[config.mk]
export PLATFORM = sky130hd
export DESIGN_NAME = two_channel_timer_pwm
export DESIGN_NICKNAME = d
export VERILOG_FILES = /design/src/capture_edge_detect.v /design/src/count_clock_select.v /design/src/two_channel_timer_pwm.v
export VERILOG_INCLUDE_DIRS = /design/src
export SDC_FILE = /design/constraint.sdc
export NUM_CORES = 1
export LEC_CHECK = 0
export BUFFER_PORTS_ARGS = -buffer_cell sky130_fd_sc_hd__buf_2
export CORE_AREA = 2 2 140 142
export CTS_CLUSTER_SIZE = 28
export DETAILED_ROUTE_END_ITERATION = 16
export DIE_AREA = 0 0 142 144
export PLACE_DENSITY = 0.74
export SYNTH_ARGS = -nofsm -noshare
export SYNTH_HDL_FRONTEND = slang
export SYNTH_HIERARCHICAL = 1
export SYNTH_SLANG_ARGS = --single-unit
[constraint.sdc]
create_clock -name aclk -period 5.5 [get_ports aclk]
set_input_delay 0.55 -clock aclk [delete_from_list [all_inputs] [get_ports aclk]]
set_output_delay 0.55 -clock aclk [all_outputs]
set_load 0.05 [all_outputs]
[src/pwm_timer_map.vh]
// Register map, field positions and reset values of the two-channel PWM timer
`ifndef PWM_TIMER_MAP_VH
`define PWM_TIMER_MAP_VH

// Register byte offsets
`define OFS_MAIN_CTL 5'h00
`define OFS_COUNT 5'h04
`define OFS_MODULO 5'h08
`define OFS_CH0_CTL 5'h0C
`define OFS_CH0_CMP 5'h10
`define OFS_CH1_CTL 5'h14
`define OFS_CH1_CMP 5'h18
`define OFS_SYS_CTL 5'h1C

// Main control fields
`define MC_FLAG 7
`define MC_IE 6
`define MC_HALT 5
`define MC_RST 4
`define MC_PS_HI 2
`define MC_PS_LO 0

// Channel control fields
`define CC_FLAG 7
`define CC_IE 6
`define CC_MSB 5
`define CC_MSA 4
`define CC_ELS_HI 3
`define CC_ELS_LO 2
`define CC_TOV 1
`define CC_MAX 0

// System control field
`define SC_BREAK_CLEAR_ENABLE 0

// Reset values and codes
`define RST_MODULO 16'hFFFF
`define RST_COUNT 16'h0000
`define RST_CMP 16'h0000
`define RST_CH_CTL 7'h00
`define RST_PS 3'h0
`define PS_EXTERNAL 3'h7
`define ELS_NONE 2'h0
`define ELS_TOGGLE 2'h1
`define ELS_CLEAR 2'h2
`define ELS_SET 2'h3
`define RESP_OKAY 2'h0
`define RESP_SLVERR 2'h2

`endif

[src/capture_edge_detect.v]
// Input capture edge detector for one channel pin
`timescale 1ns/1ns
`include "pwm_timer_map.vh"
module capture_edge_detect (
  input wire aclk,
  input wire aresetn,
  input wire pin_in,
  input wire [1:0] edge_sel,
  output wire edge_hit
);
  reg prev_reg;
  wire rise;
  wire fall;

  assign rise = pin_in & ~prev_reg;
  assign fall = ~pin_in & prev_reg;
  // Rising, falling or any edge by selection
  assign edge_hit = (edge_sel == `ELS_TOGGLE) ? rise :
    (edge_sel == `ELS_CLEAR) ? fall :
    (edge_sel == `ELS_SET) ? (rise | fall) : 1'b0;

  // Previous pin level
  always @(posedge aclk) begin
    if (!aresetn) begin
      prev_reg <= 1'b0;
    end else begin
      prev_reg <= pin_in;
    end
  end
endmodule // capture_edge_detect

[src/count_clock_select.v]
// Counter clock source: bus clock prescaler or synchronised external clock
`timescale 1ns/1ns
`include "pwm_timer_map.vh"
module count_clock_select #(
  parameter DIV_W = 6
) (
  input wire aclk,
  input wire aresetn,
  input wire run,
  input wire clear,
  input wire [2:0] prescale_select,
  input wire external_count_clock,
  output wire tick
);
  reg [DIV_W-1:0] div_reg;
  reg ext_s1_reg;
  reg ext_s2_reg;
  reg ext_s3_reg;
  wire [DIV_W-1:0] div_mask;
  wire ext_rise;

  // Low ones select the division ratio
  assign div_mask = ~({DIV_W{1'b1}} << prescale_select);
  assign ext_rise = ext_s2_reg & ~ext_s3_reg;
  assign tick = run & ((prescale_select == `PS_EXTERNAL) ? ext_rise :
    ((div_reg & div_mask) == div_mask));

  // Prescaler counts only while the counter runs
  always @(posedge aclk) begin
    if (!aresetn || clear) begin
      div_reg <= {DIV_W{1'b0}};
    end else if (run) begin
      div_reg <= div_reg + {{(DIV_W-1){1'b0}}, 1'b1};
    end
  end

  always @(posedge aclk) begin
    if (!aresetn) begin
      ext_s1_reg <= 1'b0;
      ext_s2_reg <= 1'b0;
      ext_s3_reg <= 1'b0;
    end else begin
      ext_s1_reg <= external_count_clock;
      ext_s2_reg <= ext_s1_reg;
      ext_s3_reg <= ext_s2_reg;
    end
  end
endmodule // count_clock_select

[src/two_channel_timer_pwm.v]
// Two-channel 16-bit timer with PWM generation and AXI4-Lite registers
`timescale 1ns/1ns
`include "pwm_timer_map.vh"
module two_channel_timer_pwm #(
  parameter ADDR_W = 5
) (
  input wire aclk,
  input wire aresetn,
  input wire [ADDR_W-1:0] s_axi_awaddr,
  input wire s_axi_awvalid,
  output wire s_axi_awready,
  input wire [31:0] s_axi_wdata,
  input wire [3:0] s_axi_wstrb,
  input wire s_axi_wvalid,
  output wire s_axi_wready,
  output wire [1:0] s_axi_bresp,
  output wire s_axi_bvalid,
  input wire s_axi_bready,
  input wire [ADDR_W-1:0] s_axi_araddr,
  input wire s_axi_arvalid,
  output wire s_axi_arready,
  output wire [31:0] s_axi_rdata,
  output wire [1:0] s_axi_rresp,
  output wire s_axi_rvalid,
  input wire s_axi_rready,
  input wire wait_mode,
  input wire stop_mode,
  input wire break_state,
  input wire external_count_clock,
  input wire chan0_pin_in,
  output wire chan0_pin_out,
  output wire chan0_pin_oe,
  input wire chan1_pin_in,
  output wire chan1_pin_out,
  output wire chan1_pin_oe,
  output wire overflow_irq,
  output wire chan0_irq,
  output wire chan1_irq,
  output wire wake_request
);
  // Bus side state
  reg aw_full_reg;
  reg w_full_reg;
  reg [ADDR_W-1:0] aw_addr_reg;
  reg [31:0] wdata_reg;
  reg [3:0] wstrb_reg;
  reg bvalid_reg;
  reg [1:0] bresp_reg;
  reg rvalid_reg;
  reg [1:0] rresp_reg;
  reg [31:0] rdata_reg;
  reg [31:0] rd_mux;
  reg rd_hit;

  // Timer state
  reg [15:0] cnt_reg;
  reg [15:0] mod_reg;
  reg [2:0] prescale_select_reg;
  reg counter_halt_bit_reg;
  reg overflow_irq_enable_reg;
  reg overflow_flag_reg;
  reg ovf_arm_reg;
  reg break_clear_enable_reg;
  reg act_sel_reg;
  reg last_wr_reg;

  wire ar_take;
  wire wr_go;
  wire wr_ok;
  wire rd_ok;
  wire wr_mapped;
  wire protect;
  wire run;
  wire tick;
  wire cnt_clear;
  wire ovf_evt;
  wire linked;
  wire [15:0] cnt_next;
  wire main_wr;
  wire main_rd;
  wire [31:0] cmp_all;
  wire [15:0] ctl_all;
  wire [1:0] flag_all;
  wire [1:0] ie_all;
  wire [1:0] pin_in_w;
  wire [1:0] pin_out_w;
  wire [1:0] pin_oe_w;

  // Byte-lane merge of a 16-bit register
  function [15:0] merge16;
    input [15:0] old;
    input [31:0] data;
    input [3:0] strb;
    begin
      merge16 = {strb[1] ? data[15:8] : old[15:8], strb[0] ? data[7:0] : old[7:0]};
    end
  endfunction

  // Handshakes
  assign s_axi_awready = ~aw_full_reg & ~bvalid_reg;
  assign s_axi_wready = ~w_full_reg & ~bvalid_reg;
  assign s_axi_arready = ~rvalid_reg;
  assign s_axi_bvalid = bvalid_reg;
  assign s_axi_bresp = bresp_reg;
  assign s_axi_rvalid = rvalid_reg;
  assign s_axi_rresp = rresp_reg;
  assign s_axi_rdata = rdata_reg;
  assign ar_take = s_axi_arvalid & ~rvalid_reg;
  assign wr_go = aw_full_reg & w_full_reg & ~bvalid_reg;
  assign wr_mapped = (aw_addr_reg[1:0] == 2'b00) && (aw_addr_reg <= `OFS_SYS_CTL)
    && (aw_addr_reg != `OFS_COUNT);
  assign wr_ok = wr_go & wr_mapped & ~wait_mode;
  assign rd_ok = ar_take & ~wait_mode;
  assign protect = break_state & ~break_clear_enable_reg;

  // Write address and data taken in either order
  always @(posedge aclk) begin
    if (!aresetn) begin
      aw_full_reg <= 1'b0;
      w_full_reg <= 1'b0;
      aw_addr_reg <= {ADDR_W{1'b0}};
      wdata_reg <= 32'h00000000;
      wstrb_reg <= 4'h0;
      bvalid_reg <= 1'b0;
      bresp_reg <= `RESP_OKAY;
    end else begin
      if (s_axi_awvalid && s_axi_awready) begin
        aw_full_reg <= 1'b1;
        aw_addr_reg <= s_axi_awaddr;
      end
      if (s_axi_wvalid && s_axi_wready) begin
        w_full_reg <= 1'b1;
        wdata_reg <= s_axi_wdata;
        wstrb_reg <= s_axi_wstrb;
      end
      if (wr_go) begin
        aw_full_reg <= 1'b0;
        w_full_reg <= 1'b0;
        bvalid_reg <= 1'b1;
        bresp_reg <= (wr_mapped && !wait_mode) ? `RESP_OKAY : `RESP_SLVERR;
      end else if (bvalid_reg && s_axi_bready) begin
        bvalid_reg <= 1'b0;
      end
    end
  end

  // Read data selection
  always @* begin
    rd_mux = 32'h00000000;
    rd_hit = 1'b1;
    if (s_axi_araddr == `OFS_MAIN_CTL) begin
      rd_mux[7:0] = {overflow_flag_reg, overflow_irq_enable_reg, counter_halt_bit_reg,
        2'b00, prescale_select_reg};
    end else if (s_axi_araddr == `OFS_COUNT) begin
      rd_mux[15:0] = cnt_reg;
    end else if (s_axi_araddr == `OFS_MODULO) begin
      rd_mux[15:0] = mod_reg;
    end else if (s_axi_araddr == `OFS_CH0_CTL) begin
      rd_mux[7:0] = ctl_all[7:0];
    end else if (s_axi_araddr == `OFS_CH0_CMP) begin
      rd_mux[15:0] = cmp_all[15:0];
    end else if (s_axi_araddr == `OFS_CH1_CTL) begin
      rd_mux[7:0] = ctl_all[15:8];
    end else if (s_axi_araddr == `OFS_CH1_CMP) begin
      rd_mux[15:0] = cmp_all[31:16];
    end else if (s_axi_araddr == `OFS_SYS_CTL) begin
      rd_mux[`SC_BREAK_CLEAR_ENABLE] = break_clear_enable_reg;
    end else begin
      rd_hit = 1'b0;
    end
  end

  // Read answer one cycle after address
  always @(posedge aclk) begin
    if (!aresetn) begin
      rvalid_reg <= 1'b0;
      rresp_reg <= `RESP_OKAY;
      rdata_reg <= 32'h00000000;
    end else if (ar_take) begin
      rvalid_reg <= 1'b1;
      rresp_reg <= (rd_hit && !wait_mode) ? `RESP_OKAY : `RESP_SLVERR;
      rdata_reg <= (rd_hit && !wait_mode) ? rd_mux : 32'h00000000;
    end else if (rvalid_reg && s_axi_rready) begin
      rvalid_reg <= 1'b0;
    end
  end

  // Main control decode
  assign main_wr = wr_ok && (aw_addr_reg == `OFS_MAIN_CTL) && wstrb_reg[0];
  assign main_rd = rd_ok && (s_axi_araddr == `OFS_MAIN_CTL);
  assign cnt_clear = main_wr & wdata_reg[`MC_RST];
  assign run = ~counter_halt_bit_reg & ~stop_mode & ~break_state;

  count_clock_select u_clk_sel (
    .aclk(aclk),
    .aresetn(aresetn),
    .run(run),
    .clear(cnt_clear),
    .prescale_select(prescale_select_reg),
    .external_count_clock(external_count_clock),
    .tick(tick)
  );

  assign cnt_next = (cnt_reg == mod_reg) ? 16'h0000 : cnt_reg + 16'h0001;
  assign ovf_evt = tick & (cnt_next == mod_reg);

  // Counter, modulo and main control bits
  always @(posedge aclk) begin
    if (!aresetn) begin
      cnt_reg <= `RST_COUNT;
      mod_reg <= `RST_MODULO;
      prescale_select_reg <= `RST_PS;
      counter_halt_bit_reg <= 1'b1;
      overflow_irq_enable_reg <= 1'b0;
      break_clear_enable_reg <= 1'b0;
    end else begin
      if (cnt_clear) begin
        cnt_reg <= `RST_COUNT;
      end else if (tick) begin
        cnt_reg <= cnt_next;
      end
      if (wr_ok && aw_addr_reg == `OFS_MODULO) begin
        mod_reg <= merge16(mod_reg, wdata_reg, wstrb_reg);
      end
      if (main_wr) begin
        overflow_irq_enable_reg <= wdata_reg[`MC_IE];
        counter_halt_bit_reg <= wdata_reg[`MC_HALT];
        prescale_select_reg <= wdata_reg[`MC_PS_HI:`MC_PS_LO];
      end
      if (wr_ok && aw_addr_reg == `OFS_SYS_CTL && wstrb_reg[0]) begin
        break_clear_enable_reg <= wdata_reg[`SC_BREAK_CLEAR_ENABLE];
      end
    end
  end

  always @(posedge aclk) begin
    if (!aresetn) begin
      overflow_flag_reg <= 1'b0;
      ovf_arm_reg <= 1'b0;
    end else if (ovf_evt) begin
      overflow_flag_reg <= 1'b1;
      ovf_arm_reg <= 1'b0;
    end else if (main_rd && overflow_flag_reg && !protect) begin
      ovf_arm_reg <= 1'b1;
    end else if (main_wr && !wdata_reg[`MC_FLAG] && ovf_arm_reg && !protect) begin
      overflow_flag_reg <= 1'b0;
      ovf_arm_reg <= 1'b0;
    end
  end

  assign linked = ctl_all[`CC_MSB];

  always @(posedge aclk) begin
    if (!aresetn || !linked) begin
      act_sel_reg <= 1'b0;
      last_wr_reg <= 1'b0;
    end else begin
      if (wr_ok && aw_addr_reg == `OFS_CH0_CMP) begin
        last_wr_reg <= 1'b0;
      end else if (wr_ok && aw_addr_reg == `OFS_CH1_CMP) begin
        last_wr_reg <= 1'b1;
      end
      if (ovf_evt) begin
        act_sel_reg <= last_wr_reg;
      end
    end
  end

  assign pin_in_w = {chan1_pin_in, chan0_pin_in};

  genvar i;
  generate
    for (i = 0; i < 2; i = i + 1) begin : g_chan
      localparam [ADDR_W-1:0] CTL_OFS = (i == 0) ? `OFS_CH0_CTL : `OFS_CH1_CTL;
      localparam [ADDR_W-1:0] CMP_OFS = (i == 0) ? `OFS_CH0_CMP : `OFS_CH1_CMP;
      reg [6:0] ctl_reg;
      reg [15:0] cmp_reg;
      reg flag_reg;
      reg arm_reg;
      reg out_reg;
      wire ign;
      wire msb;
      wire [1:0] els;
      wire oc;
      wire ic;
      wire [15:0] cmp_eff;
      wire cmp_evt;
      wire edge_hit;
      wire cap_evt;
      wire evt;
      wire ctl_wr;
      wire ctl_rd;
      wire pulse_lvl;

      assign ign = (i == 1) && linked;
      assign msb = (i == 0) ? ctl_reg[`CC_MSB] : 1'b0;
      assign els = ctl_reg[`CC_ELS_HI:`CC_ELS_LO];
      assign oc = ~ign & (msb | ctl_reg[`CC_MSA]) & (els != `ELS_NONE);
      assign ic = ~ign & ~msb & ~ctl_reg[`CC_MSA] & (els != `ELS_NONE);
      assign cmp_eff = ((i == 0) && linked && act_sel_reg) ? cmp_all[31:16] : cmp_reg;
      assign cmp_evt = oc & tick & (cnt_next == cmp_eff);
      assign cap_evt = ic & edge_hit & run;
      assign evt = cmp_evt | cap_evt;
      assign ctl_wr = wr_ok && (aw_addr_reg == CTL_OFS) && wstrb_reg[0];
      assign ctl_rd = rd_ok && (s_axi_araddr == CTL_OFS);
      // pulse is complement of compare action
      assign pulse_lvl = (els == `ELS_SET) ? 1'b0 : 1'b1;

      capture_edge_detect u_edge (
        .aclk(aclk),
        .aresetn(aresetn),
        .pin_in(pin_in_w[i]),
        .edge_sel(els),
        .edge_hit(edge_hit)
      );

      // Control and compare registers
      always @(posedge aclk) begin
        if (!aresetn) begin
          ctl_reg <= `RST_CH_CTL;
          cmp_reg <= `RST_CMP;
        end else begin
          if (ctl_wr) begin
            ctl_reg <= wdata_reg[6:0];
          end
          if (cap_evt) begin
            cmp_reg <= cnt_reg;
          end else if (wr_ok && aw_addr_reg == CMP_OFS) begin
            cmp_reg <= merge16(cmp_reg, wdata_reg, wstrb_reg);
          end
        end
      end

      always @(posedge aclk) begin
        if (!aresetn) begin
          flag_reg <= 1'b0;
          arm_reg <= 1'b0;
        end else if (evt) begin
          flag_reg <= 1'b1;
          arm_reg <= 1'b0;
        end else if (ctl_rd && flag_reg && !protect) begin
          arm_reg <= 1'b1;
        end else if (ctl_wr && !wdata_reg[`CC_FLAG] && arm_reg && !protect) begin
          flag_reg <= 1'b0;
          arm_reg <= 1'b0;
        end
      end

      // Output level: preset, 100%, overflow toggle, compare action
      always @(posedge aclk) begin
        if (!aresetn) begin
          out_reg <= 1'b1;
        end else if (els == `ELS_NONE) begin
          out_reg <= ~ctl_reg[`CC_MSA];
        end else if (oc) begin
          if (ctl_reg[`CC_TOV] && ctl_reg[`CC_MAX]) begin
            out_reg <= pulse_lvl;
          end else if (ovf_evt && ctl_reg[`CC_TOV]) begin
            out_reg <= ~out_reg;
          end else if (cmp_evt) begin
            out_reg <= (els == `ELS_TOGGLE) ? ~out_reg : (els == `ELS_SET);
          end
        end
      end

      assign ctl_all[i*8+7:i*8] = {flag_reg, ctl_reg[`CC_IE], msb, ctl_reg[4:0]};
      assign cmp_all[i*16+15:i*16] = cmp_reg;
      assign flag_all[i] = flag_reg;
      assign ie_all[i] = ctl_reg[`CC_IE] & ~ign;
      assign pin_out_w[i] = out_reg;
      assign pin_oe_w[i] = oc;
    end
  endgenerate

  assign chan0_pin_out = pin_out_w[0];
  assign chan0_pin_oe = pin_oe_w[0];
  assign chan1_pin_out = pin_out_w[1];
  assign chan1_pin_oe = pin_oe_w[1];
  assign overflow_irq = overflow_flag_reg & overflow_irq_enable_reg;
  assign chan0_irq = flag_all[0] & ie_all[0];
  assign chan1_irq = flag_all[1] & ie_all[1];
  assign wake_request = overflow_irq | chan0_irq | chan1_irq;
endmodule // two_channel_timer_pwm
==> summary.txt <==
Timing
  • Unrepaired setup endpoints after global routing: false
  • Clock skew: 0.01417 ns
  • Final setup viols: 0
  • Final slew viol count: 0
  • F_max: 251.4 MHz
  • Final hold viol count: 0
  • Fin crit share: 72.32%
  • Worst slew pin tran: 1.313 ns
  • Tmin final: 3.978 ns
  • Worst rel slew slack: 12.30%
  • Fin Setup TNS: 0 ns

Clock network
  • Worst-path clk slew: 0.07 ns
  • CTS buffer count: 17
  • Longest Clk Path Bufs: 2
  • Hold-fix buffer count after cts: 0
  • Setup bufs post-CTS: 0
  • H-Tree Depth: 4
  • # resized after CTS: 0
  • CTS tree: done
  • # clock sinks: 149
  • Clk Latency, worst-skew pair: 0.44 ns
  • CTS Root Cell: clkbuf_16

Cells and area
  • NumNets Final: 1240
  • Share of layout cells above drive strength 1: 11.78%
  • Area Overhead vs Synth: 10.53%
  • Final core utilization: 54.32%
  • Ant diodes: 0

Placed design
  • Port bufs: 71
  • GPL Wtd Cong: 0.9976
  • HPWL after DPL: 20890 um

Yosys
  • Most frequent cell after synthesis: nand2_1
  • Async SR Flop Fraction: 0%
  • Mapped cell area: 9376 um^2
  • Seq/Total Area, Yosys: 31.81%
  • Warning count from the yosys run: 6
  • Most used DFF post-synth: dfxtp_1
  • Synth area leader: dfxtp_1
  • Post-synthesis register bit count: 149
  • Share of the synthesized area in the top cell type: 31.81%
  • Post-synth EDFFs: 0
  • Unique masters post-synth: 86
  • Synthesized netlist cell count: 1150
  • Leading post-synthesis cells by cell area: dfxtp_1, mux2i_1, nand2_1
  • Mean Syn Cell Area: 8.153 um^2
  • Post-synth top cells: nand2_1, dfxtp_1, mux2i_1

Power
  • Flop pwr share: 44.5%
  • Comb pwr share: 6.7%
  • Design Power: 2.518 mW
  • Cell Int Power: 1.847 mW
  • Power share of the clock group: 48.8%
  • Leak Pwr: 4.394 nW
  • Switching power: 671.4 uW
  • Cell area power density: 243.0 nW/um^2
  • Largest vdd supply drop: 0.2126 mV
  • Sw Ratio: 26.66%

Worst setup path
  • Slowest cell on crit path: a2111oi_1
  • Crit-path cells: nand2_1, a2111oi_1, and4_1, buf_4, a21oi_1, or3_1, a211oi_2, nand2_1, o211ai_1, o211ai_2
  • Worst-path fanout max: 20
  • Nature of the critical path startpoint: register
  • Crit. End Element: register
  • Max incr delay on CP: 0.69 ns
  • WS Path Type: reg2reg
  • Required time worst endpoint: 5.80 ns
  • Most Frequent Cell on Critical Path: nand2_1
  • Worst Path Arrival: 4.28 ns

Route
  • DRT iter0 DRCs: 1019
  • Via-to-Cell Ratio: 6.264
  • DR pass1 iterations: 8
  • Vias: 8932
  • Drc violations: 0
  • Routed Antenna Nets: 0
  • Total Routed Length: 29340 um
  • DR WL/cell: 20.57 um

Hold path
  • Hold/Removal Path Class: in2reg

Floorplan
  • Core Area: 19080 um^2
  • Die ar.: 20450 um^2
  • # rows: 51
  • Die W: 142 um
  • Initial core utilization: 49.14%
  • IO Pins: 108
  • Die Ht: 144 um

GRT
  • GRT Residual Overflow: 0
  • Antenna violations before repair: 0
  • Number of global-route vias before repair: 8045
  • Pin count of the biggest net entering global routing: 81
  • First-pass GRT wire length: 45500 um
  • Overall Global Routing Usage: 28.91%

Status
  • Status: complete, no violations

Run
  • Maxcap violations: 0
==> kinds of logic (layout without fill, tap and decap cells) <==
| family | after synthesis | after routing | synth area share, % |
|---|---|---|---|
| AOI/OAI and AO/OA | 278 | 278 | 21.70 |
| xor gates and xnor gates | 50 | 50 | 5.204 |
| adders and majority gates | 6 | 6 | 0.8006 |
| and+or+nand+nor | 455 | 455 | 24.87 |
| other | 1 | 18 | 0.03999 |
| muxes | 89 | 89 | 9.568 |
| DFF | 149 | 149 | 31.81 |
| buffers and inverters | 122 | 143 | 6.005 |
==> routing by layer <==
layer / vias to the layer above / track usage (%) / part of all wire (%)
met4: 0 / 12.05 / 4.1
met2: 459 / 45.13 / 43
met5: - / 0 / 0
li1: 4200 / - / -
met1: 4178 / 38.56 / 42
met3: 95 / 6.656 / 10
==> layout make-up <==
class | count | area (um^2)
repair buffers | 87 | 478.0
multi-input cells | 896 | 5894
clock buffers | 18 | 439.2
flip-flops and latches | 149 | 2983
well taps | 238 | 297.8
clock inverters | 14 | 181.4
fillers | 1782 | 8716
inverters | 24 | 90.09
==> power groups by stage <==
stage	Sequential [mW]	Combinational, mW	Clock (mW)
CTS	1.12	0.167	1.24
floorplan	1.14	0.129	0
finish	1.12	0.168	1.23
detailed placement	1.14	0.166	0
global placement	1.14	0.164	0
global route	1.12	0.183	1.28
==> placed cells by master, fill, tap and decap left out, types with 18 or more instances in the layout <==
cell / n
nand3_1: 29
xnor2_1: 20
and2_1: 29
nand2_1: 179
conb_1: 18
xor2_1: 26
mux2i_1: 84
nor2b_1: 27
nor2_1: 58
nor3_1: 30
o211a_1: 33
a21boi_0: 38
buf_2: 70
o21ai_0: 52
dfxtp_1: 149
inv_1: 23
a21oi_1: 34
==> stage by stage <==
step	hold slack (ns)	instance area [um^2]	setup WS [ns]	cells
after floorplan	0.4118	9440	2.535	1167
after global placement	0.4141	9743	1.727	1394
after detailed placement	0.4225	9743	1.665	1394
after CTS	0.3230	10360	1.627	1426
after global routing	0.3411	10360	1.313	1426
final	0.3293	10360	1.522	1426
==> worst paths after layout <==
kind | start | to | slack (ns) | depth (start not counted)
setup / recovery | cnt_reg[14]$_SDFFE_PP0P_ | chan1_pin_out$_SDFFE_PN1P_ | 1.52 | 10
hold / removal | external_count_clock | u_clk_sel/ext_s1_reg$_SDFF_PN0_ | 0.33 | 2
setup reg to reg | cnt_reg[14]$_SDFFE_PP0P_ | chan1_pin_out$_SDFFE_PN1P_ | 1.52 | 10
hold reg to reg | u_clk_sel/ext_s1_reg$_SDFF_PN0_ | u_clk_sel/ext_s2_reg$_SDFF_PN0_ | 0.43 | 1
==> critical path: cells and delay by family, from the launching register on <==
kind            cells  cell delay (ns)
simple gates        4             1.46
compound gates      5             1.44
flops               1             0.61
buf+inv             1             0.34
(Power assumes the default switching activity.)
